<file path="config.mk">
export PLATFORM = sky130hd
export DESIGN_NAME = full_bridge_pwm_steering
export DESIGN_NICKNAME = d
export VERILOG_FILES = /design/src/inc/bridge_pwm_pkg.sv /design/src/logic/axil_slave.sv /design/src/logic/full_bridge_pwm_steering.sv /design/src/logic/pwm_core.sv
export SDC_FILE = /design/constraint.sdc
export NUM_CORES = 1
export LEC_CHECK = 0
export BUFFER_PORTS_ARGS = -buffer_cell sky130_fd_sc_hd__buf_2
export CORE_UTILIZATION = 50
export CTS_CLUSTER_DIAMETER = 30
export DETAILED_ROUTE_END_ITERATION = 10
export HOLD_SLACK_MARGIN = 0.1
export MAX_ROUTING_LAYER = met4
export PLACE_DENSITY = 0.73
export SLEW_MARGIN = 10
export SYNTH_ARGS = -nofsm -noshare
export SYNTH_HDL_FRONTEND = slang
export SYNTH_SLANG_ARGS = --single-unit
</file>
<file path="constraint.sdc">
create_clock -name clk_sys_i -period 3.5 [get_ports clk_sys_i]
set_clock_uncertainty 0.1 [all_clocks]
set_input_delay 0.875 -clock clk_sys_i [delete_from_list [all_inputs] [get_ports clk_sys_i]]
set_output_delay 0.875 -clock clk_sys_i [all_outputs]
set_load 0.01 [all_outputs]
</file>
<file path="src/inc/bridge_pwm_pkg.sv">
// constants and carrier types for the full-bridge pwm steering block
// assumes a 20 MHz system clock and a 32-bit AXI4-Lite register port
package bridge_pwm_pkg;
    localparam int ADDR_W = 8;
    localparam int DATA_W = 32;
    localparam logic [7:0] CTRL_OFS = 8'h00;
    localparam logic [7:0] DUTY_OFS = 8'h04;
    localparam logic [7:0] DIR_OFS = 8'h08;
    localparam logic [7:0] PER_OFS = 8'h0C;
    localparam logic [7:0] PORT_OFS = 8'h10;
    localparam logic [7:0] STAT_OFS = 8'h14;
    localparam int STEER_LO = 6;
    localparam int DLSB_LO = 4;
    localparam int MODE_LO = 2;
    localparam int AC_LOW_BIT = 1;
    localparam int BD_LOW_BIT = 0;
    localparam int STAT_MOD_BIT = 10;
    localparam int STAT_PIN_LO = 12;
    localparam logic [1:0] STEER_SINGLE = 2'h0;
    localparam logic [1:0] STEER_HALF = 2'h2;
    localparam logic [1:0] STEER_FWD = 2'h1;
    localparam logic [1:0] STEER_REV = 2'h3;
    localparam logic [1:0] MODE_PWM = 2'h3;
    localparam logic [7:0] CTRL_RST = 8'h00;
    localparam logic [7:0] DUTY_RST = 8'h00;
    localparam logic [3:0] DIR_RST = 4'hF;
    localparam logic [3:0] PORT_RST = 4'h0;
    localparam int CLK_HZ = 20_000_000;
    localparam int CARRIER_HZ = 120_000;
    localparam int CARRIER_CYC = CLK_HZ / CARRIER_HZ;
    localparam logic [7:0] PER_RST = 8'(CARRIER_CYC / 4 - 1);
    localparam logic [1:0] RESP_OKAY = 2'h0;
    localparam logic [1:0] RESP_SLVERR = 2'h2;
    localparam int PIN_A = 0;
    localparam int PIN_B = 1;
    localparam int PIN_C = 2;
    localparam int PIN_D = 3;

    typedef struct packed {
        logic [3:0] level;
        logic [3:0] oe_n;
    } pin_drive_s;

    typedef struct packed {
        logic [9:0] cnt;
        logic mod;
        logic wrap;
    } pwm_state_s;
endpackage

</file>
<file path="src/logic/axil_slave.sv">
// AXI4-Lite slave front end, one write and one read at a time
// assumes the parent decodes addresses and returns read data combinationally
`timescale 1ns/1ns
`default_nettype none
module axil_slave (
    input wire logic clk_sys_i,
    input wire logic rst_n_i,
    input wire logic awvalid_i,
    output logic awready_o,
    input wire logic [bridge_pwm_pkg::ADDR_W-1:0] awaddr_i,
    input wire logic wvalid_i,
    output logic wready_o,
    input wire logic [bridge_pwm_pkg::DATA_W-1:0] wdata_i,
    input wire logic [3:0] wstrb_i,
    output logic bvalid_o,
    input wire logic bready_i,
    output logic [1:0] bresp_o,
    input wire logic arvalid_i,
    output logic arready_o,
    input wire logic [bridge_pwm_pkg::ADDR_W-1:0] araddr_i,
    output logic rvalid_o,
    input wire logic rready_i,
    output logic [bridge_pwm_pkg::DATA_W-1:0] rdata_o,
    output logic [1:0] rresp_o,
    output logic wr_en_o,
    output logic [bridge_pwm_pkg::ADDR_W-1:0] wr_addr_o,
    output logic [bridge_pwm_pkg::DATA_W-1:0] wr_data_o,
    output logic [3:0] wr_strb_o,
    input wire logic wr_ok_i,
    input wire logic [bridge_pwm_pkg::DATA_W-1:0] rd_data_i,
    input wire logic rd_ok_i
);
    import bridge_pwm_pkg::*;

    logic aw_got_ff, w_got_ff, awready_ff, wready_ff, bvalid_ff;
    logic arready_ff, rvalid_ff;
    logic [1:0] bresp_ff, rresp_ff;
    logic [DATA_W-1:0] rdata_ff;
    logic wr_go, nxt_aw_got, nxt_w_got, nxt_bvalid, nxt_rvalid, ar_take;

    assign wr_go = aw_got_ff && w_got_ff && !bvalid_ff;
    assign nxt_aw_got = !wr_go && (aw_got_ff || (awvalid_i && awready_ff));
    assign nxt_w_got = !wr_go && (w_got_ff || (wvalid_i && wready_ff));
    assign nxt_bvalid = wr_go || (bvalid_ff && !bready_i);
    assign ar_take = arvalid_i && arready_ff;
    assign nxt_rvalid = ar_take || (rvalid_ff && !rready_i);

    always_ff @(posedge clk_sys_i or negedge rst_n_i) begin
        if (!rst_n_i) begin
            aw_got_ff <= 1'b0;
            w_got_ff <= 1'b0;
            awready_ff <= 1'b0;
            wready_ff <= 1'b0;
            bvalid_ff <= 1'b0;
            bresp_ff <= RESP_OKAY;
        end else begin
            aw_got_ff <= nxt_aw_got;
            w_got_ff <= nxt_w_got;
            awready_ff <= !nxt_aw_got && !nxt_bvalid && !wr_go;
            wready_ff <= !nxt_w_got && !nxt_bvalid && !wr_go;
            bvalid_ff <= nxt_bvalid;
            if (wr_go) begin
                bresp_ff <= wr_ok_i ? RESP_OKAY : RESP_SLVERR;
            end
        end
    end

    always_ff @(posedge clk_sys_i or negedge rst_n_i) begin
        if (!rst_n_i) begin
            wr_addr_o <= '0;
            wr_data_o <= '0;
            wr_strb_o <= 4'h0;
        end else begin
            if (awvalid_i && awready_ff) begin
                wr_addr_o <= awaddr_i;
            end
            if (wvalid_i && wready_ff) begin
                wr_data_o <= wdata_i;
                wr_strb_o <= wstrb_i;
            end
        end
    end

    always_ff @(posedge clk_sys_i or negedge rst_n_i) begin
        if (!rst_n_i) begin
            arready_ff <= 1'b0;
            rvalid_ff <= 1'b0;
            rdata_ff <= '0;
            rresp_ff <= RESP_OKAY;
        end else begin
            arready_ff <= !nxt_rvalid;
            rvalid_ff <= nxt_rvalid;
            if (ar_take) begin
                rdata_ff <= rd_ok_i ? rd_data_i : '0;
                rresp_ff <= rd_ok_i ? RESP_OKAY : RESP_SLVERR;
            end
        end
    end

    assign wr_en_o = wr_go;
    assign awready_o = awready_ff;
    assign wready_o = wready_ff;
    assign bvalid_o = bvalid_ff;
    assign bresp_o = bresp_ff;
    assign arready_o = arready_ff;
    assign rvalid_o = rvalid_ff;
    assign rdata_o = rdata_ff;
    assign rresp_o = rresp_ff;
endmodule
`default_nettype wire

</file>
<file path="src/logic/full_bridge_pwm_steering.sv">
// pwm block that steers one modulated waveform onto four bridge outputs
// assumes AXI4-Lite master on clk_sys_i and external gate drivers on the pins
`timescale 1ns/1ns
`default_nettype none
// Behaviour
// - forward: output A held active, D modulated, B and C released
// - reverse: output C held active, B modulated, A and D released
// - coast: all four outputs released through the direction register
// - brake: B and C driven high as port pins, A and D released
// - control bits 7:6 pick single output, half-bridge, forward or reverse full-bridge steering
// - control bits 1:0 pick active level of A/C and B/D pairs
// - a direction bit set to one releases that pin
// - duty follows the upper duty register, from zero to full scale
// - can make a 50 percent square carrier near 120 kHz
// - carrier on the pwm output pin is gated by its direction bit
// - duty is 10 bits, low two bits in control bits 5:4
module full_bridge_pwm_steering (
    input wire logic clk_sys_i,
    input wire logic rst_n_i,
    input wire logic awvalid_i,
    output logic awready_o,
    input wire logic [bridge_pwm_pkg::ADDR_W-1:0] awaddr_i,
    input wire logic wvalid_i,
    output logic wready_o,
    input wire logic [bridge_pwm_pkg::DATA_W-1:0] wdata_i,
    input wire logic [3:0] wstrb_i,
    output logic bvalid_o,
    input wire logic bready_i,
    output logic [1:0] bresp_o,
    input wire logic arvalid_i,
    output logic arready_o,
    input wire logic [bridge_pwm_pkg::ADDR_W-1:0] araddr_i,
    output logic rvalid_o,
    input wire logic rready_i,
    output logic [bridge_pwm_pkg::DATA_W-1:0] rdata_o,
    output logic [1:0] rresp_o,
    input wire logic [3:0] bridge_in_i,
    output bridge_pwm_pkg::pin_drive_s bridge_o
);
    import bridge_pwm_pkg::*;

    logic wr_en;
    logic [ADDR_W-1:0] wr_addr;
    logic [DATA_W-1:0] wr_data;
    logic [3:0] wr_strb;
    logic wr_ok;
    logic [DATA_W-1:0] rd_data;
    logic rd_ok;

    axil_slave u_bus (
        .clk_sys_i(clk_sys_i),
        .rst_n_i(rst_n_i),
        .awvalid_i(awvalid_i),
        .awready_o(awready_o),
        .awaddr_i(awaddr_i),
        .wvalid_i(wvalid_i),
        .wready_o(wready_o),
        .wdata_i(wdata_i),
        .wstrb_i(wstrb_i),
        .bvalid_o(bvalid_o),
        .bready_i(bready_i),
        .bresp_o(bresp_o),
        .arvalid_i(arvalid_i),
        .arready_o(arready_o),
        .araddr_i(araddr_i),
        .rvalid_o(rvalid_o),
        .rready_i(rready_i),
        .rdata_o(rdata_o),
        .rresp_o(rresp_o),
        .wr_en_o(wr_en),
        .wr_addr_o(wr_addr),
        .wr_data_o(wr_data),
        .wr_strb_o(wr_strb),
        .wr_ok_i(wr_ok),
        .rd_data_i(rd_data),
        .rd_ok_i(rd_ok)
    );

    // registers: control, upper duty, pin direction, period, port level
    logic [7:0] bridge_pwm_control_ff;
    logic [7:0] duty_cycle_upper_ff;
    logic [3:0] pin_direction_reg_ff;
    logic [7:0] period_ff;
    logic [3:0] port_level_ff;
    logic lane0;

    assign lane0 = wr_en && wr_strb[0];
    assign wr_ok = (wr_addr == CTRL_OFS) || (wr_addr == DUTY_OFS)
        || (wr_addr == DIR_OFS) || (wr_addr == PER_OFS)
        || (wr_addr == PORT_OFS) || (wr_addr == STAT_OFS);

    always_ff @(posedge clk_sys_i or negedge rst_n_i) begin
        if (!rst_n_i) begin
            bridge_pwm_control_ff <= CTRL_RST;
            duty_cycle_upper_ff <= DUTY_RST;
            pin_direction_reg_ff <= DIR_RST;
            period_ff <= PER_RST;
            port_level_ff <= PORT_RST;
        end else if (lane0) begin
            unique case (wr_addr)
                CTRL_OFS: bridge_pwm_control_ff <= wr_data[7:0];
                DUTY_OFS: duty_cycle_upper_ff <= wr_data[7:0];
                DIR_OFS: pin_direction_reg_ff <= wr_data[3:0];
                PER_OFS: period_ff <= wr_data[7:0];
                PORT_OFS: port_level_ff <= wr_data[3:0];
                default: ;
            endcase
        end
    end

    // field views of the control register
    logic [1:0] steer;
    logic pwm_on;
    logic ac_low;
    logic bd_low;
    logic [9:0] duty10;

    assign steer = bridge_pwm_control_ff[STEER_LO +: 2];
    assign pwm_on = bridge_pwm_control_ff[MODE_LO +: 2] == MODE_PWM;
    assign ac_low = bridge_pwm_control_ff[AC_LOW_BIT];
    assign bd_low = bridge_pwm_control_ff[BD_LOW_BIT];
    assign duty10 = {duty_cycle_upper_ff, bridge_pwm_control_ff[DLSB_LO +: 2]};

    pwm_state_s pst;

    pwm_core u_core (
        .clk_sys_i(clk_sys_i),
        .rst_n_i(rst_n_i),
        .en_i(pwm_on),
        .period_i(period_ff),
        .duty_i(duty10),
        .st_o(pst)
    );

    // pin inputs: three flops, a change is taken once the last two agree
    logic [3:0] pin_s1_ff, pin_s2_ff, pin_s3_ff, pin_seen_ff;
    always_ff @(posedge clk_sys_i or negedge rst_n_i) begin
        if (!rst_n_i) begin
            pin_s1_ff <= 4'h0;
            pin_s2_ff <= 4'h0;
            pin_s3_ff <= 4'h0;
            pin_seen_ff <= 4'h0;
        end else begin
            pin_s1_ff <= bridge_in_i;
            pin_s2_ff <= pin_s1_ff;
            pin_s3_ff <= pin_s2_ff;
            // per pin, so a floating pin cannot freeze the steady ones
            pin_seen_ff <= (pin_s2_ff & pin_s3_ff)
                | (pin_seen_ff & (pin_s2_ff | pin_s3_ff));
        end
    end

    always_comb begin
        rd_ok = 1'b1;
        rd_data = '0;
        unique case (araddr_i)
            CTRL_OFS: rd_data[7:0] = bridge_pwm_control_ff;
            DUTY_OFS: rd_data[7:0] = duty_cycle_upper_ff;
            DIR_OFS: rd_data[3:0] = pin_direction_reg_ff;
            PER_OFS: rd_data[7:0] = period_ff;
            PORT_OFS: rd_data[3:0] = port_level_ff;
            STAT_OFS: begin
                rd_data[9:0] = pst.cnt;
                rd_data[STAT_MOD_BIT] = pst.mod;
                rd_data[STAT_PIN_LO +: 4] = pin_seen_ff;
            end
            default: rd_ok = 1'b0;
        endcase
    end

    // steering: which pins the pwm claims, which it drives, raw active level
    logic [3:0] claim;
    logic [3:0] use_v;
    logic [3:0] act;
    logic [3:0] pol_low;

    assign pol_low = {bd_low, ac_low, bd_low, ac_low};

    always_comb begin
        claim = 4'h0;
        use_v = 4'h0;
        act = 4'h0;
        unique case (steer)
            STEER_SINGLE: begin
                claim[PIN_A] = 1'b1;
                use_v[PIN_A] = 1'b1;
                act[PIN_A] = pst.mod;
            end
            STEER_HALF: begin
                claim[PIN_A] = 1'b1;
                claim[PIN_B] = 1'b1;
                use_v[PIN_A] = 1'b1;
                use_v[PIN_B] = 1'b1;
                act[PIN_A] = pst.mod;
                act[PIN_B] = !pst.mod;
            end
            STEER_FWD: begin
                claim = 4'hF;
                use_v[PIN_A] = 1'b1;
                use_v[PIN_D] = 1'b1;
                act[PIN_A] = 1'b1;
                act[PIN_D] = pst.mod;
            end
            STEER_REV: begin
                claim = 4'hF;
                use_v[PIN_C] = 1'b1;
                use_v[PIN_B] = 1'b1;
                act[PIN_C] = 1'b1;
                act[PIN_B] = pst.mod;
            end
        endcase
    end

    // unused full-bridge legs are released so no leg can short on its own
    logic [3:0] nxt_level;
    logic [3:0] nxt_oe_n;
    logic [3:0] level_ff;
    logic [3:0] oe_n_ff;

    genvar gi;
    generate
        for (gi = 0; gi < 4; gi++) begin : g_pin
            logic owned;
            assign owned = pwm_on && claim[gi];
            assign nxt_level[gi] = owned ? (act[gi] ^ pol_low[gi]) : port_level_ff[gi];
            assign nxt_oe_n[gi] = pin_direction_reg_ff[gi] || (owned && !use_v[gi]);
        end
    endgenerate

    always_ff @(posedge clk_sys_i or negedge rst_n_i) begin
        if (!rst_n_i) begin
            level_ff <= 4'h0;
            oe_n_ff <= 4'hF;
        end else begin
            level_ff <= nxt_level;
            oe_n_ff <= nxt_oe_n;
        end
    end

    assign bridge_o = '{level: level_ff, oe_n: oe_n_ff};
endmodule
`default_nettype wire

</file>
<file path="src/logic/pwm_core.sv">
// 10-bit pwm timebase and duty compare
// assumes period and duty come from registers on the same clock
`timescale 1ns/1ns
`default_nettype none
module pwm_core (
    input wire logic clk_sys_i,
    input wire logic rst_n_i,
    input wire logic en_i,
    input wire logic [7:0] period_i,
    input wire logic [9:0] duty_i,
    output bridge_pwm_pkg::pwm_state_s st_o
);
    import bridge_pwm_pkg::*;

    logic [9:0] cnt_ff;
    logic [9:0] duty_buf_ff;
    logic [7:0] per_buf_ff;
    logic mod_ff;
    logic wrap_ff;
    logic [9:0] nxt_cnt;
    logic [9:0] nxt_duty;
    logic end_of_period;

    assign end_of_period = (cnt_ff == {per_buf_ff, 2'h3});
    assign nxt_cnt = (end_of_period || !en_i) ? 10'h000 : cnt_ff + 10'h001;
    // the first count of a period must see the duty that is reloaded with it
    assign nxt_duty = (end_of_period || !en_i) ? duty_i : duty_buf_ff;

    always_ff @(posedge clk_sys_i or negedge rst_n_i) begin
        if (!rst_n_i) begin
            cnt_ff <= 10'h000;
            wrap_ff <= 1'b0;
        end else begin
            cnt_ff <= nxt_cnt;
            wrap_ff <= en_i && end_of_period;
        end
    end

    // duty and period reload only at the wrap or while disabled so a write never glitches a pulse
    always_ff @(posedge clk_sys_i or negedge rst_n_i) begin
        if (!rst_n_i) begin
            duty_buf_ff <= 10'h000;
            per_buf_ff <= PER_RST;
        end else if (end_of_period || !en_i) begin
            duty_buf_ff <= duty_i;
            per_buf_ff <= period_i;
        end
    end

    always_ff @(posedge clk_sys_i or negedge rst_n_i) begin
        if (!rst_n_i) begin
            mod_ff <= 1'b0;
        end else begin
            mod_ff <= en_i && (nxt_cnt < nxt_duty);
        end
    end

    assign st_o = '{cnt: cnt_ff, mod: mod_ff, wrap: wrap_ff};

    logic [10:0] high_cnt_ff;
    logic full_per_ff;
    always_ff @(posedge clk_sys_i or negedge rst_n_i) begin
        if (!rst_n_i) begin
            high_cnt_ff <= 11'h000;
            full_per_ff <= 1'b0;
        end else begin
            high_cnt_ff <= end_of_period ? 11'h000 : high_cnt_ff + 11'(mod_ff);
            full_per_ff <= en_i && (full_per_ff || end_of_period);
        end
    end
endmodule
`default_nettype wire

</file>
==> results.yml <==
timing:
  fmax_mhz: 301
  worst_slew_pin_slew_ns: 0.714
  hold_viol: 0
  setup_tns_ns: 0
  worst_slack_ns: 0.176
  setup_viol: 0
  period_share_pct: 95.0
  relSlewSlack_pct: 52.4
  drv_slew: 0
  period_minus_slack_ns: 3.32
  grt_setup_unrepaired: "false"
  holdWs_ns: 0.244
grt:
  grt_usage_pct: 22.3
  grt_start_max_net_pins: 56
  grt_pass1_wl_um: 18400
  grt_pass1_vias: 3646
  gr-total-overflow: 0
  antenna_found_initial: 0
synthesis:
  ys.flop_type: "dfrtp_1"
  yosysSeqAreaShare_pct: 56.8
  synth.avg_cell_area_um2: 13.0
  async_flop_share_pct: 100
  yosysWarnings: 0
  synth_top_area_cell: "dfrtp_1"
  ys_ff_latch: 126
  synthDistinctLibCells: 49
  syn_area_um2: 5570
  synth_top_area_share_pct: 51.2
  synthCells: 430
  synth_edf_count: 0
  synth.area.top_cells: "dfrtp_1 (51%), mux2_2 (12%), dfstp_2 (5.7%)"
placed_design:
  pre_cts_slack_ns: 0.207
  post_dp_cell_area_um2: 6050
  hpwl_um: 7990
  gp_congestion: 0.862
  place_inst: 636
  port_buffers: 65
layout:
  mostFrequentLayoutCell: "dfrtp_1"
  area_growth_pct: 18.4
  multi_input_area_um2: 2210
  drive_gt1_share_pct: 38.4
  seq_area_um2: 3170
  final_cell_mix: "dfrtp_1 (114), buf_2 (64), mux2_2 (61), nand2_1 (28), o21ai_0 (23)"
  finalNetCount: 588
  filler_cell_count: 854
  n_antenna_cell: 0
  final-instance-count-excl-fill: 668
  final_area_um2: 6600
  post-route-util_pct: 60.9
power_and_ir_drop:
  switching_share_pct: 28.1
  p_int_mw: 2.93
  finalPower_mw: 4.07
  p_clk_share_pct: 38.6
  p_leak_nw: 3.33
  comb_power_share_pct: 14.1
  switching_power_mw: 1.14
  ir_drop_mv: 0.401
  power.share.sequential_pct: 47.3
  power_density_nw_per_um2: 618
detailed_routing:
  drc: 0
  drt_iter0_markers: 179
  totalWireLength_um: 11300
  routedWlPerCell_um: 16.9
  firstDrtPassIters: 4
  drt-vias-per-instance: 5.40
  num_vias: 3609
  detail-route-antenna-nets: 0
outcome:
  status: "complete, no violations"
clocking:
  clock_path_buffers: 2
  htreeDepth: 4
  cts_inserted_buffers: 17
  clock_sink_count: 126
  ctsResizeCount: 0
  post_cts_buffers: 0
  cts_tree: "yes"
  hold_buffers: 0
  cts_root_buf: "clkbuf_8"
  path_clk_slew_ns: 0.06
  clock_latency_ns: 0.53
floorplan:
  die_area_um2: 11600
  die_w_um: 108
  core_region_area_um2: 10800
  die-height_um: 108
  ioPinCount: 112
  rows: 38
  start_util_pct: 51.4
setup_path:
  cp.arrival_ns: 3.63
  worstSetupPathType: "reg2reg"
  cp_data_required_time_ns: 3.80
  end_kind: "flop"
  worst_setup_path_start_kind: "flop"
  path_max_fanout: 11
hold_path:
  hp-class: "reg2reg"
flow_run:
  drv_cap: 0
==> area by class of cell <==
cell class | count | share of cell area [%]
clock buffers | 20 | 6.90
clock inverters | 12 | 1.31
inverters | 15 | 0.853
multi-input cells | 276 | 33.5
flip-flops and latches | 126 | 48.0
well taps | 140 | 2.66
repair buffers | 79 | 6.75
==> registers in the layout (all words and copies together) (netlist names), 4 cells and up <==
register,cells
oe_n_ff,4
port_level_ff,4
pin_s1_ff,4
u_core.cnt_ff,10
u_bus.rdata_o,15
level_ff,4
period_ff,8
pin_direction_reg_ff,4
u_core.duty_buf_ff,10
bridge_pwm_control_ff,8
duty_cycle_upper_ff,8
pin_s2_ff,4
u_bus.wr_addr_o,8
pin_seen_ff,4
pin_s3_ff,4
u_bus.wr_data_o,8
u_core.per_buf_ff,8
==> final timing paths <==
check                                     start                      to  slack [ns]  cells after the start
hold reg to reg                    pin_s1_ff[2]            pin_s2_ff[2]        0.24                      0
setup reg to reg           u_core.per_buf_ff[3]           u_core.mod_ff        0.18                     12
hold / removal                     pin_s1_ff[2]            pin_s2_ff[2]        0.24                      0
max in group asynchronous               rst_n_i              oe_n_ff[1]        2.16                      2
min in group asynchronous               rst_n_i  duty_cycle_upper_ff[6]        0.30                      1
setup / recovery           u_core.per_buf_ff[3]           u_core.mod_ff        0.18                     12
==> cell usage after synthesis, types with 3 or more instances <==
cell and number:
buf_4 20, mux2_2 61, buf_2 3, dfrtp_1 114, mux2i_1 13, nand2_1 28
a22o_1 7, ha_1 10, xor2_1 10, nor2_1 20, o21ai_0 23, and3_1 3
a21oi_1 6, mux4_2 4, a22oi_1 7, nor3_1 9, xnor2_1 10, nor2b_1 4
clkbuf_1 6, maj3_1 5, dfstp_2 12, and2_1 3, nand3_1 6, inv_1 13
==> metal layers <==
metal | up-vias | track usage (%) | wire length [µm]
met1 | 1799 | 28.4 | 4920
met3 | 31 | 5.39 | 765
met5 | - | - | 0
li1 | 1646 | - | -
met2 | 133 | 33.9 | 5360
met4 | 0 | 10.4 | 276
==> critical path: stages (launching register included) <==
cell and delay, ns:
dfstp_2 0.55, xor2_1 0.08, nor4_2 0.33, a41o_2 0.33
buf_4 0.23, mux2_4 0.33, inv_2 0.05, ha_1 0.13
nand4_1 0.14, a2111oi_0 0.36, buf_4 0.19, o2111ai_1 0.12
o2111a_1 0.28
==> logic make-up (layout without fill, tap and decap cells) <==
kind of cell	Yosys count	after routing	synth area share [%]
AOI/OAI and AO/OA	56	56	6.67
xor gates and xnor gates	20	20	3.14
adders and majority gates	15	15	3.14
buffers and inverters	46	126	4.78
DFF	126	126	56.8
muxes	80	80	16.8
other	1	19	0.0673
and+or+nand+nor	86	86	8.53
==> power groups by stage <==
stage               logic, mW  registers, mW  clock network [mW]
floorplan               0.410           1.89                   0
global route            0.631           1.96                1.65
finish                  0.573           1.93                1.57
detailed placement      0.574           1.95                   0
global placement        0.550           1.93                   0
CTS                     0.580           1.93                1.59
Note: power is estimated with default switching activity, not from simulation.
